`src/rtl/bus_cycle_pkg.sv`:
```
// Constants and carrier types for the processor bus-cycle interface
package bus_cycle_pkg;
  localparam int ADDR_W = 22;
  localparam int DATA_W = 16;
  // Transaction type codes
  localparam logic [3:0] TT_NOP = 4'hf;
  localparam logic [3:0] TT_GP_READ = 4'he;
  localparam logic [3:0] TT_IACK = 4'hd;
  localparam int TT_DIR_BIT = 3;
  localparam int TT_GP_BIT = 2;
  localparam int TT_BYTE_BIT = 1;
  // Bank select address classes
  localparam logic [1:0] BS_MEMORY = 2'h0;
  localparam logic [1:0] BS_SYS_REG = 2'h1;
  localparam logic [1:0] BS_EXT_IO = 2'h2;
  localparam logic [1:0] BS_INT_REG = 2'h3;
  // Physical address boundaries
  localparam logic [21:0] MEM_LIMIT = 22'h3f0000;
  localparam logic [21:0] SYS_REG_LO = 22'h3fffe0;
  localparam logic [21:0] SYS_REG_HI = 22'h3fffe9;
  // Interrupt levels and trap vector
  localparam logic [2:0] IRQ_BASE_LEVEL = 3'h4;
  localparam logic [15:0] LINE_CLOCK_VECTOR = 16'h0040;
  // Cycle sequencer states
  typedef enum logic [2:0] {
    S_IDLE = 3'b000,
    S_T1 = 3'b001,
    S_T2 = 3'b010,
    S_T3 = 3'b011,
    S_STRETCH = 3'b100,
    S_END = 3'b101
  } cyc_state_t;
  typedef struct packed {
    logic [3:0] cyc_type;
    logic [ADDR_W-1:0] addr;
    logic [DATA_W-1:0] wdata;
    logic internal_reg;
    logic bypass;
    logic force_miss;
    logic predecode;
    logic abort_req;
  } cyc_req_t;
  typedef struct packed {
    logic done;
    logic aborted;
    logic [DATA_W-1:0] rdata;
  } cyc_rsp_t;
  typedef struct packed {
    logic cache_miss_in_n;
    logic data_valid_in_n;
    logic continue_in_n;
    logic dma_stall_request_n;
    logic [3:0] interrupt_request_levels;
    logic halt_request;
    logic line_clock_event;
    logic power_fail_in_n;
    logic parity_error_in_n;
    logic float_exception_in_n;
    logic processor_dc_ok;
    logic abort_line_n;
  } pin_in_t;
  typedef struct packed {
    logic irq_take;
    logic [2:0] irq_level;
    logic nmi;
    logic trap_take;
    logic [15:0] trap_vector;
    logic halt_take;
  } intr_t;
endpackage

```
`src/rtl/bus_cycle_if.sv`:
```
// Pin-level bus-cycle sequencer and interrupt front end of the processor
module bus_cycle_if (
  input wire logic clk,
  input wire logic rst,
  input wire logic req_valid,
  input wire bus_cycle_pkg::cyc_req_t req,
  input wire logic [2:0] psw_priority,
  input wire bus_cycle_pkg::pin_in_t pins,
  input wire logic [bus_cycle_pkg::DATA_W-1:0] multiplexed_address_data_bus_in,
  output logic req_ready,
  output bus_cycle_pkg::cyc_rsp_t rsp,
  output bus_cycle_pkg::intr_t intr,
  output logic [3:0] transaction_type_code,
  output logic bank_select_upper,
  output logic bank_select_lower,
  output logic address_latch_strobe_n,
  output logic stretch_control_n,
  output logic cycle_strobe_n,
  output logic buffer_direction_n,
  output logic predecode_strobe_n,
  output logic run_indicator_n,
  output logic io_map_enable_n,
  output logic [bus_cycle_pkg::ADDR_W-1:0] multiplexed_address_data_bus_out,
  output logic multiplexed_address_data_bus_oe,
  output logic abort_line_out,
  output logic abort_line_oe
);
  import bus_cycle_pkg::*;

  pin_in_t sync1_r;
  pin_in_t sync2_r;
  cyc_state_t state_r;
  cyc_state_t state_nxt;
  cyc_req_t cmd_r;
  logic dma_next_r;
  logic dma_cur_r;
  logic only_dma_r;

  // Pin inputs pass two flip-flops
  always_ff @(posedge clk) begin
    sync1_r <= pins;
    sync2_r <= sync1_r;
  end

  wire held_rst = rst | ~sync2_r.processor_dc_ok;
  wire start = (state_r == S_IDLE) & req_valid;
  // Fresh request steers the pins on the edge that takes it
  wire cyc_req_t cur = start ? req : cmd_r;

  // Type decode; bit 0 never used for writes
  wire is_read = cmd_r.cyc_type[TT_DIR_BIT];
  wire is_nop = cmd_r.cyc_type == TT_NOP;
  wire is_gp_read = cmd_r.cyc_type == TT_GP_READ;
  wire is_iack = cmd_r.cyc_type == TT_IACK;
  wire is_bus_read = is_read & ~is_nop & ~is_gp_read & ~is_iack;
  wire is_write = ~is_read;
  wire is_gp_write = is_write & cmd_r.cyc_type[TT_GP_BIT];
  wire is_byte_write = is_write & cmd_r.cyc_type[TT_BYTE_BIT];

  // Address class from physical address
  wire in_sys_reg = (cur.addr >= SYS_REG_LO) &
                    (cur.addr <= SYS_REG_HI);
  wire [1:0] addr_class = cur.internal_reg ? BS_INT_REG :
                          (cur.addr < MEM_LIMIT) ? BS_MEMORY :
                          in_sys_reg ? BS_SYS_REG : BS_EXT_IO;

  // Stretch decision at the third period
  wire read_hit = is_bus_read & (addr_class == BS_MEMORY) &
                  ~cmd_r.bypass & ~cmd_r.force_miss &
                  sync2_r.cache_miss_in_n;
  wire need_stretch = dma_cur_r | is_write | is_gp_read | is_iack |
                      (is_bus_read & ~read_hit);
  wire abort_seen = ~sync2_r.abort_line_n |
                    ~sync2_r.parity_error_in_n;
  wire in_cycle = (state_r == S_T2) | (state_r == S_T3) |
                  (state_r == S_STRETCH);
  wire cont = ~sync2_r.continue_in_n;
  wire dv = ~sync2_r.data_valid_in_n & is_read & ~is_nop & ~only_dma_r;

  always_comb begin
    state_nxt = state_r;
    case (state_r)
      S_IDLE: begin
        if (req_valid) begin
          state_nxt = S_T1;
        end
      end
      S_T1: state_nxt = S_T2;
      S_T2: state_nxt = abort_seen ? S_END : S_T3;
      S_T3: begin
        if (abort_seen) begin
          state_nxt = S_END;
        end else if (need_stretch) begin
          state_nxt = S_STRETCH;
        end else begin
          state_nxt = S_END;
        end
      end
      S_STRETCH: begin
        if (abort_seen | cont) begin
          state_nxt = S_END;
        end
      end
      S_END: state_nxt = S_IDLE;
      default: state_nxt = S_IDLE;
    endcase
  end

  // Pin output next values
  wire in_first = (state_nxt == S_T1) | (state_nxt == S_T2);
  wire in_second = (state_nxt == S_T3) | (state_nxt == S_STRETCH);
  wire active_nxt = in_first | in_second;
  wire [1:0] bs_nxt = in_first ? addr_class :
                      in_second ? {cmd_r.bypass, cmd_r.force_miss} :
                      BS_MEMORY;
  wire take_in = is_read & ~is_nop & (state_nxt == S_STRETCH);
  wire drive_addr = state_nxt == S_T1;
  wire drive_data = is_write & in_cycle & (state_nxt != S_END);
  wire [ADDR_W-1:0] multiplexed_address_data_bus_nxt =
    drive_addr ? cur.addr :
    {{(ADDR_W-DATA_W){1'b0}}, cmd_r.wdata};

  always_ff @(posedge clk) begin
    if (held_rst) begin
      state_r <= S_IDLE;
      cmd_r <= '0;
    end else begin
      state_r <= state_nxt;
      if (start) begin
        cmd_r <= req;
      end
    end
  end

  // DMA stall sampled at each cycle start, applied to the next
  always_ff @(posedge clk) begin
    if (held_rst) begin
      dma_next_r <= 1'b0;
      dma_cur_r <= 1'b0;
      only_dma_r <= 1'b0;
      io_map_enable_n <= 1'b1;
    end else begin
      if (state_r == S_T1) begin
        dma_next_r <= ~sync2_r.dma_stall_request_n;
      end
      if (start) begin
        dma_cur_r <= dma_next_r;
        dma_next_r <= 1'b0;
      end
      if (state_r == S_T3) begin
        only_dma_r <= read_hit & dma_cur_r;
      end else if (state_r == S_IDLE) begin
        only_dma_r <= 1'b0;
      end
      io_map_enable_n <= ~(dma_next_r | (dma_cur_r & active_nxt));
    end
  end

  // Cycle classification pins
  always_ff @(posedge clk) begin
    if (held_rst) begin
      transaction_type_code <= TT_NOP;
      bank_select_upper <= 1'b0;
      bank_select_lower <= 1'b0;
    end else begin
      transaction_type_code <= active_nxt ? cur.cyc_type : TT_NOP;
      bank_select_upper <= bs_nxt[1];
      bank_select_lower <= bs_nxt[0];
    end
  end

  // Cycle timing strobes
  always_ff @(posedge clk) begin
    if (held_rst) begin
      address_latch_strobe_n <= 1'b1;
      stretch_control_n <= 1'b1;
      cycle_strobe_n <= 1'b1;
      buffer_direction_n <= 1'b1;
    end else begin
      address_latch_strobe_n <= ~(state_nxt == S_T1);
      stretch_control_n <= ~(state_nxt == S_STRETCH);
      cycle_strobe_n <= ~in_second;
      buffer_direction_n <= ~take_in;
    end
  end

  // Instruction predecode and run indicator
  always_ff @(posedge clk) begin
    if (held_rst) begin
      predecode_strobe_n <= 1'b1;
      run_indicator_n <= 1'b0;
    end else begin
      predecode_strobe_n <= ~(in_first & cur.predecode);
      run_indicator_n <= in_first & cur.predecode;
    end
  end

  // Multiplexed bus output
  always_ff @(posedge clk) begin
    if (held_rst) begin
      multiplexed_address_data_bus_out <= '0;
      multiplexed_address_data_bus_oe <= 1'b0;
    end else begin
      multiplexed_address_data_bus_out <= multiplexed_address_data_bus_nxt;
      multiplexed_address_data_bus_oe <= drive_addr | drive_data;
    end
  end

  // Abort line driven low from the second period of a cycle whose request flags a translation error
  always_ff @(posedge clk) begin
    if (held_rst) begin
      abort_line_out <= 1'b0;
      abort_line_oe <= 1'b0;
    end else begin
      abort_line_out <= 1'b0;
      abort_line_oe <= cmd_r.abort_req & active_nxt &
                       (state_nxt != S_T1);
    end
  end

  // Response to the core
  always_ff @(posedge clk) begin
    if (held_rst) begin
      rsp <= '0;
      req_ready <= 1'b0;
    end else begin
      req_ready <= state_nxt == S_IDLE;
      rsp.done <= state_r == S_END;
      if (start) begin
        rsp.aborted <= 1'b0;
      end else if (in_cycle & abort_seen) begin
        rsp.aborted <= 1'b1;
        rsp.rdata <= '0;
      end else if (state_r == S_T3 & read_hit) begin
        rsp.rdata <= multiplexed_address_data_bus_in;
      end else if (state_r == S_STRETCH & dv) begin
        rsp.rdata <= multiplexed_address_data_bus_in;
      end
    end
  end

  // Interrupt arbitration
  logic [2:0] irq_lvl;
  logic irq_any;
  always_comb begin
    irq_lvl = '0;
    irq_any = 1'b0;
    for (int i = 0; i < 4; i++) begin
      if (sync2_r.interrupt_request_levels[i]) begin
        irq_lvl = IRQ_BASE_LEVEL + 3'(i);
        irq_any = 1'b1;
      end
    end
  end

  wire nmi_nxt = ~sync2_r.power_fail_in_n |
                 ~sync2_r.parity_error_in_n |
                 ~sync2_r.float_exception_in_n;
  wire irq_ok = irq_any & (irq_lvl > psw_priority);
  wire trap_nxt = sync2_r.line_clock_event;
  wire halt_nxt = sync2_r.halt_request & ~nmi_nxt & ~irq_ok &
                  ~trap_nxt;

  always_ff @(posedge clk) begin
    if (held_rst) begin
      intr <= '0;
    end else begin
      intr.irq_take <= irq_ok;
      intr.irq_level <= irq_ok ? irq_lvl : 3'h0;
      intr.nmi <= nmi_nxt;
      intr.trap_take <= trap_nxt;
      intr.trap_vector <= trap_nxt ? LINE_CLOCK_VECTOR : 16'h0000;
      intr.halt_take <= halt_nxt;
    end
  end

  wire unused_ok = is_gp_write | is_byte_write;
endmodule

```
`config.mk`:
```
export PLATFORM = sky130hd
export DESIGN_NAME = bus_cycle_if
export DESIGN_NICKNAME = d
export VERILOG_FILES = /design/src/rtl/bus_cycle_pkg.sv /design/src/rtl/bus_cycle_if.sv
export SDC_FILE = /design/constraint.sdc
export NUM_CORES = 1
export LEC_CHECK = 0
export BUFFER_PORTS_ARGS = -buffer_cell sky130_fd_sc_hd__buf_2
export CORE_ASPECT_RATIO = 0.6
export CORE_UTILIZATION = 50
export DETAILED_ROUTE_END_ITERATION = 16
export HOLD_SLACK_MARGIN = 0.02
export PLACE_DENSITY_LB_ADDON = 0.08
export SETUP_SLACK_MARGIN = 0.15
export SLEW_MARGIN = 10
export SYNTH_ARGS = -nofsm -noshare
export SYNTH_HDL_FRONTEND = slang
export SYNTH_SLANG_ARGS = --single-unit
```
`constraint.sdc`:
```
create_clock -name clk -period 2.5 [get_ports clk]
set_input_delay 0.375 -clock clk [delete_from_list [all_inputs] [get_ports clk]]
set_output_delay 0.375 -clock clk [all_outputs]
set_load 0.005 [all_outputs]
```
## Yosys cells after proc, flatten, opt, wreduce, memory -nomap -nowiden

Index checks and enable logic that the tools add are counted.

- Output and inout bits: 80
- Bits in latches: 0
- Logic and storage cells: 186
- Memories kept: 0
- Register bits after elaboration: 162
- Bits in writable memories: 0
- ROM bits: 0
- Input bits: 84

- Eq/ne operators: 14
- Bitwise gates (word level): 71
- Shifts and indexed selects: 0
- Reductions and logical operators: 10
- Mux-type cells: 27
- Add/sub/neg operators: 0
- $mul: 0
- Order comparisons: 4
- Divide/modulo/power cells: 0

Operator list:

| cell | count |
|---|---|
| 16-bit 2-to-1 mux | 4 |
| 47-bit 2-to-1 mux | 1 |
| 1-bit bitwise AND | 28 |
| 1-bit NOT | 27 |
| 22-bit >= comparator, second input constant | 1 |
| 22-bit less-or-equal comparator, second input constant | 1 |
| 22-bit less-than comparator, second input constant | 1 |
| 3-bit 2-to-1 mux | 7 |
| 1-bit OR | 16 |
| 3-bit one-hot mux with 5 select lines | 1 |
| 3-bit by 2-bit == test with 1-bit output, second input constant | 4 |
| 4-bit == test, second input constant | 3 |
| 2-bit 2-to-1 mux | 5 |
| 3-bit == test, second input constant | 3 |
| 1-bit 2-to-1 mux | 8 |
| 2-bit OR reduction | 4 |
| 7-bit 2-to-1 mux | 1 |
| 3-bit by 1-bit == test with 1-bit output, second input constant | 2 |
| 3-bit zero test | 2 |
| 3-bit greater-than comparator | 1 |
| 3-bit by 1-bit != test with 1-bit output, second input constant | 1 |
| 3-bit != test, second input constant | 1 |
| 3-bit nonzero test | 1 |
| 2-bit zero test | 1 |
| 2 further kinds | 2 |

## Depth between registers and ports, before layout

- Depth after elaboration: 25
- Mapped depth: 8
- Gate-level depth less buffers: 8

## Worst setup path before layout

No wires, ideal clock.

- Path type: reg-to-reg
- Start point: register state_r[0]
- End point: register abort_line_oe
- Required time: 2.384 ns
- Setup time: 0.116 ns
- Period minus slack after synthesis: 2.271 ns
- Setup slack: 0.229 ns
- Arrival time: 2.155 ns
- Buffers on the path: 0
- Cell stages (with the launch flop): 7
- Cell sequence: dfxtp_1 > or4b_4 > a311o_1 > a21o_1 > a22oi_4 > mux2_2 > and4_1

- Word-level cells in the longest chain between the ends: 24
- Elaborated cells on any way between the ends: 37
- Classes of those cells: order compare (3); eq/ne (9); mux (9); bitwise (14); reduce/logical (2)

RTL lines:

| item | RTL line | source |
|---|---|---|
| start, declared | bus_cycle_if.sv:32 | `cyc_state_t state_r;` |
| start signal, assigned | bus_cycle_if.sv:128 | `state_r <= state_nxt;` |
| 3-bit zero test | bus_cycle_if.sv:46, bus_cycle_if.sv:82 |  |
| 1-bit bitwise AND | bus_cycle_if.sv:46 | `wire start = (state_r == S_IDLE) & req_valid;` |
| 47-bit 2-to-1 mux | n/a |  |
| 22-bit >= comparator or 22-bit less-or-equal comparator (tied branches) | bus_cycle_if.sv:61, bus_cycle_if.sv:62 |  |
| 1-bit bitwise AND | bus_cycle_if.sv:61 | `wire in_sys_reg = (cur.addr >= SYS_REG_LO) &` |
| 2-bit 2-to-1 mux | bus_cycle_if.sv:65 | `in_sys_reg ? BS_SYS_REG : BS_EXT_IO;` |
| 2-bit 2-to-1 mux | bus_cycle_if.sv:64 | `(cur.addr < MEM_LIMIT) ? BS_MEMORY :` |
| 2-bit 2-to-1 mux | bus_cycle_if.sv:63 | `wire [1:0] addr_class = cur.internal_reg ? BS_INT_REG :` |
| (+8 left out) | n/a |  |
| 1-bit 2-to-1 mux | bus_cycle_if.sv:93 | `end else if (need_stretch) begin` |
| 1-bit 2-to-1 mux | bus_cycle_if.sv:91 | `if (abort_seen) begin` |
| 3-bit one-hot mux with 5 select lines (*) | bus_cycle_if.sv:82 | `case (state_r)` |
| 3-bit by 1-bit == test with 1-bit output (tied with other cells) | bus_cycle_if.sv:110 | `wire in_first = (state_nxt == S_T1) \| (state_nxt == S_T2);` |
| 1-bit OR (on tied branches) | bus_cycle_if.sv:110, bus_cycle_if.sv:111 |  |
| 1-bit OR | bus_cycle_if.sv:112 | `wire active_nxt = in_first \| in_second;` |
| 1-bit bitwise AND | bus_cycle_if.sv:216 | `abort_line_oe <= cmd_r.abort_req & active_nxt &` |
| 1-bit bitwise AND (*) | bus_cycle_if.sv:216 |  |
| end signal, assigned | bus_cycle_if.sv:216 |  |
| end, declared | bus_cycle_if.sv:26 | `output logic abort_line_oe` |

Every way passes the cells marked *; elsewhere a longest branch is shown, timed or not.
A chain may end at the register's enable or synchronous reset.

## Final worst setup path

- Start point: register state_r[2]
- End point: register abort_line_oe

Same word-level chain as after synthesis.

==> flow_summary.json <==
{
  "synth_compound_area_frac": 0.137,
  "synth_cell_types": 49,
  "synth_edf_count": 0,
  "ys_seq_area_frac": 0.584,
  "critPathMaxStageDelay_ns": 0.55,
  "fmax_ghz": 0.441,
  "synth_flop_cell": "dfxtp_1",
  "drive_gt1_frac": 0.292,
  "synth_common_cells": "dfxtp_1 (145), nand2_1 (133), a21oi_1 (68)",
  "fin_crit_ns": 2.27,
  "synthCells": 540,
  "drv_slew": 0,
  "setup_viol": 0,
  "area_growth_syn_to_layout_pct": 28.2,
  "period_share": 0.908,
  "power_mw": 5.17,
  "synth_fa_ha_area_frac": 0.00755,
  "dr_total_vias": 4271,
  "cp_slowest_cell": "or4b_4",
  "crit_required_ns": 2.81,
  "cts_tree": "yes",
  "finalNetCount": 773,
  "first_iter_violations": 294,
  "gp_congestion": 0.910,
  "avgSynthCellArea_um2": 9.21,
  "start_kind": "flip-flop",
  "max_slew.worst_pin.slew_ns": 0.760,
  "synthArstFlopShare": 0,
  "synth_top_area_share": 0.584,
  "drtAntennaViolNets": 0,
  "synth_xor_area_frac": 0.00176,
  "fin_area_um2": 6370,
  "grt_antenna_before_repair": 0,
  "ys_ff_latch": 145,
  "rsz0062_at_grt": "false",
  "worstHoldPathType": "in -> reg",
  "synth_area_um2": 4970,
  "start_util": 0.527,
  "rows": 27,
  "status": "completed",
  "synth_top_family_by_area": "simple AND/OR/NAND/NOR gates",
  "relSlewSlack": 0.493,
  "critPathBufInv": 0,
  "yosys.area_share.simple": 0.199,
  "cp-end-kind": "flip-flop",
  "p_leak_nw": 2.82,
  "power.density_nw_per_um2": 811,
  "post_drt_wl_per_cell_um": 14.4,
  "clock_sinks": 145,
  "crit_arrival_ns": 2.58,
  "ys_warn_count": 0,
  "cts_made_buffers": 17,
  "grt_max_degree": 71,
  "clock_skew_ns": 0.00748,
  "firstDrtPassIters": 5,
  "dieArea_um2": 10400,
  "dp_slack_ns": 0.0893,
  "synth_area_leader_cell": "dfxtp_1",
  "max-cap-violations": 0,
  "grt_pass1_wl_um": 18600,
  "clk_latency_ns": 0.42,
  "core-area_um2": 9430,
  "io_buffers": 147,
  "cts-root-buf": "clkbuf_16",
  "crit_type": "reg -> reg",
  "worst-path-max-fanout": 5,
  "gr-usage-all-layers": 0.239,
  "die_w_um": 131,
  "ios": 164,
  "peakVddDrop_mv": 0.566,
  "synth_most_common_cell": "dfxtp_1",
  "n_antenna_cell": 0,
  "yosys-top-cells-area": "dfxtp_1 (58%), nand2_1 (10%), a21oi_1 (6.8%)",
  "drt_wl_total_um": 11900,
  "viasPerCell": 5.15,
  "cts_buffer_depth": 2,
  "dp_hpwl_um": 8430,
  "grt_pass1_vias": 3818,
  "die_h_um": 79.2,
  "path_clk_slew_ns": 0.06,
  "crit_family": "simple AND/OR/NAND/NOR gates",
  "gr-total-overflow": 0,
  "hold_viol": 0,
  "cts_max_level": 4,
  "fin_ws_ns": 0.230,
  "route.detailed.drc": 0,
  "path_cells": "or4b_4 > a311o_1 > a21o_1 > a22oi_4 > mux2_4 > and4_1",
  "fin_tns_setup_ns": 0,
  "synth_mux_area_frac": 0.0123,
  "placed_cell_area_um2": 5780
}
-- registers in the layout, indices dropped and copies added, names as in the netlist, 3 cells and up --
register,cells
transaction_type_code,4
sync2_r,14
state_r,3
rsp,18
multiplexed_address_data_bus_out,22
sync1_r,15
cmd_r,46
intr,7
-- routing by layer --
layer | global-route usage | part of all wire | wire length [um]
met2 | 0.347 | 0.41 | 4950
met3 | 0.0654 | 0.070 | 842
met1 | 0.337 | 0.50 | 6010
met4 | 0.0851 | 0.013 | 152
met5 | 0 | 0 | 0
-- what timing repair did --
action	4_1_cts	5_1_grt
setup buffers	0	1
pin swaps	0	1
endpoints found under the setup margin	9	18
hold buffers	0	0
gates resized for setup	1	5
-- cell type report --
cell class                 count  area [um^2]
timing repair buffer         160          841
clock inverter                14          133
clock buffer                  18          439
tap                          130          163
sequential                   145         2900
multi-input combinational    353         1860
fill                         791         3050
inverter                       9         33.8
-- final timing paths --
kind,start,endpoint,slack [ns],depth (start not counted)
setup / recovery,state_r[2],abort_line_oe,0.23,6
hold / removal,pins[3],sync1_r[3],0.06,1
setup reg to reg,state_r[2],abort_line_oe,0.23,6
hold reg to reg,sync1_r[1],sync2_r[1],0.32,0
-- kinds of logic after synthesis --
family,after synthesis
xor+xnor,1
flops,145
compound gates,115
mux,6
buf+inv,57
other cells,1
fa+ha+maj,3
simple gates,212
-- through the flow --
stage,std cells,hold slack [ns],utilization
6_report,829,0.0560,0.676
5_1_grt,829,0.0488,0.676
4_1_cts,828,0.0471,0.674
3_5_place_dp,796,0.312,0.613
3_3_place_gp,796,0.310,0.613
2_1_floorplan,555,0.310,-
-- power breakdown --
part	total, mW	leakage, nW	internal, mW	switching (mW)
clock network	2.41	0.262	1.40	1.01
logic	0.345	1.37	0.141	0.204
registers	2.41	1.19	2.39	0.0270
-- layout by cell type (no fill, tap or decap), drive strengths merged, types with 2 or more instances in the layout --
| master | Yosys | routed |
|---|---|---|
| ha | 3 | 3 |
| a21oi | 68 | 68 |
| clkinv | 0 | 4 |
| and2 | 9 | 9 |
| inv | 9 | 12 |
| nand3 | 11 | 11 |
| conb | 1 | 16 |
| buf | 18 | 160 |
| o21ai | 8 | 8 |
| mux2i | 5 | 5 |
| a211oi | 3 | 3 |
| nor3 | 8 | 8 |
| nor2b | 4 | 4 |
| clkbuf | 30 | 18 |
| nand3b | 2 | 2 |
| and3b | 2 | 2 |
| and4 | 5 | 5 |
| nand2 | 133 | 133 |
| o22ai | 17 | 17 |
| and3 | 8 | 8 |
| nor2 | 13 | 13 |
| nand2b | 5 | 5 |
| o31ai | 2 | 2 |
| a31oi | 4 | 4 |
| clkinvlp | 0 | 6 |
| nand4 | 4 | 4 |
| dfxtp | 145 | 145 |
| nand4b | 3 | 3 |
Note: power is estimated with default switching activity, not from simulation.
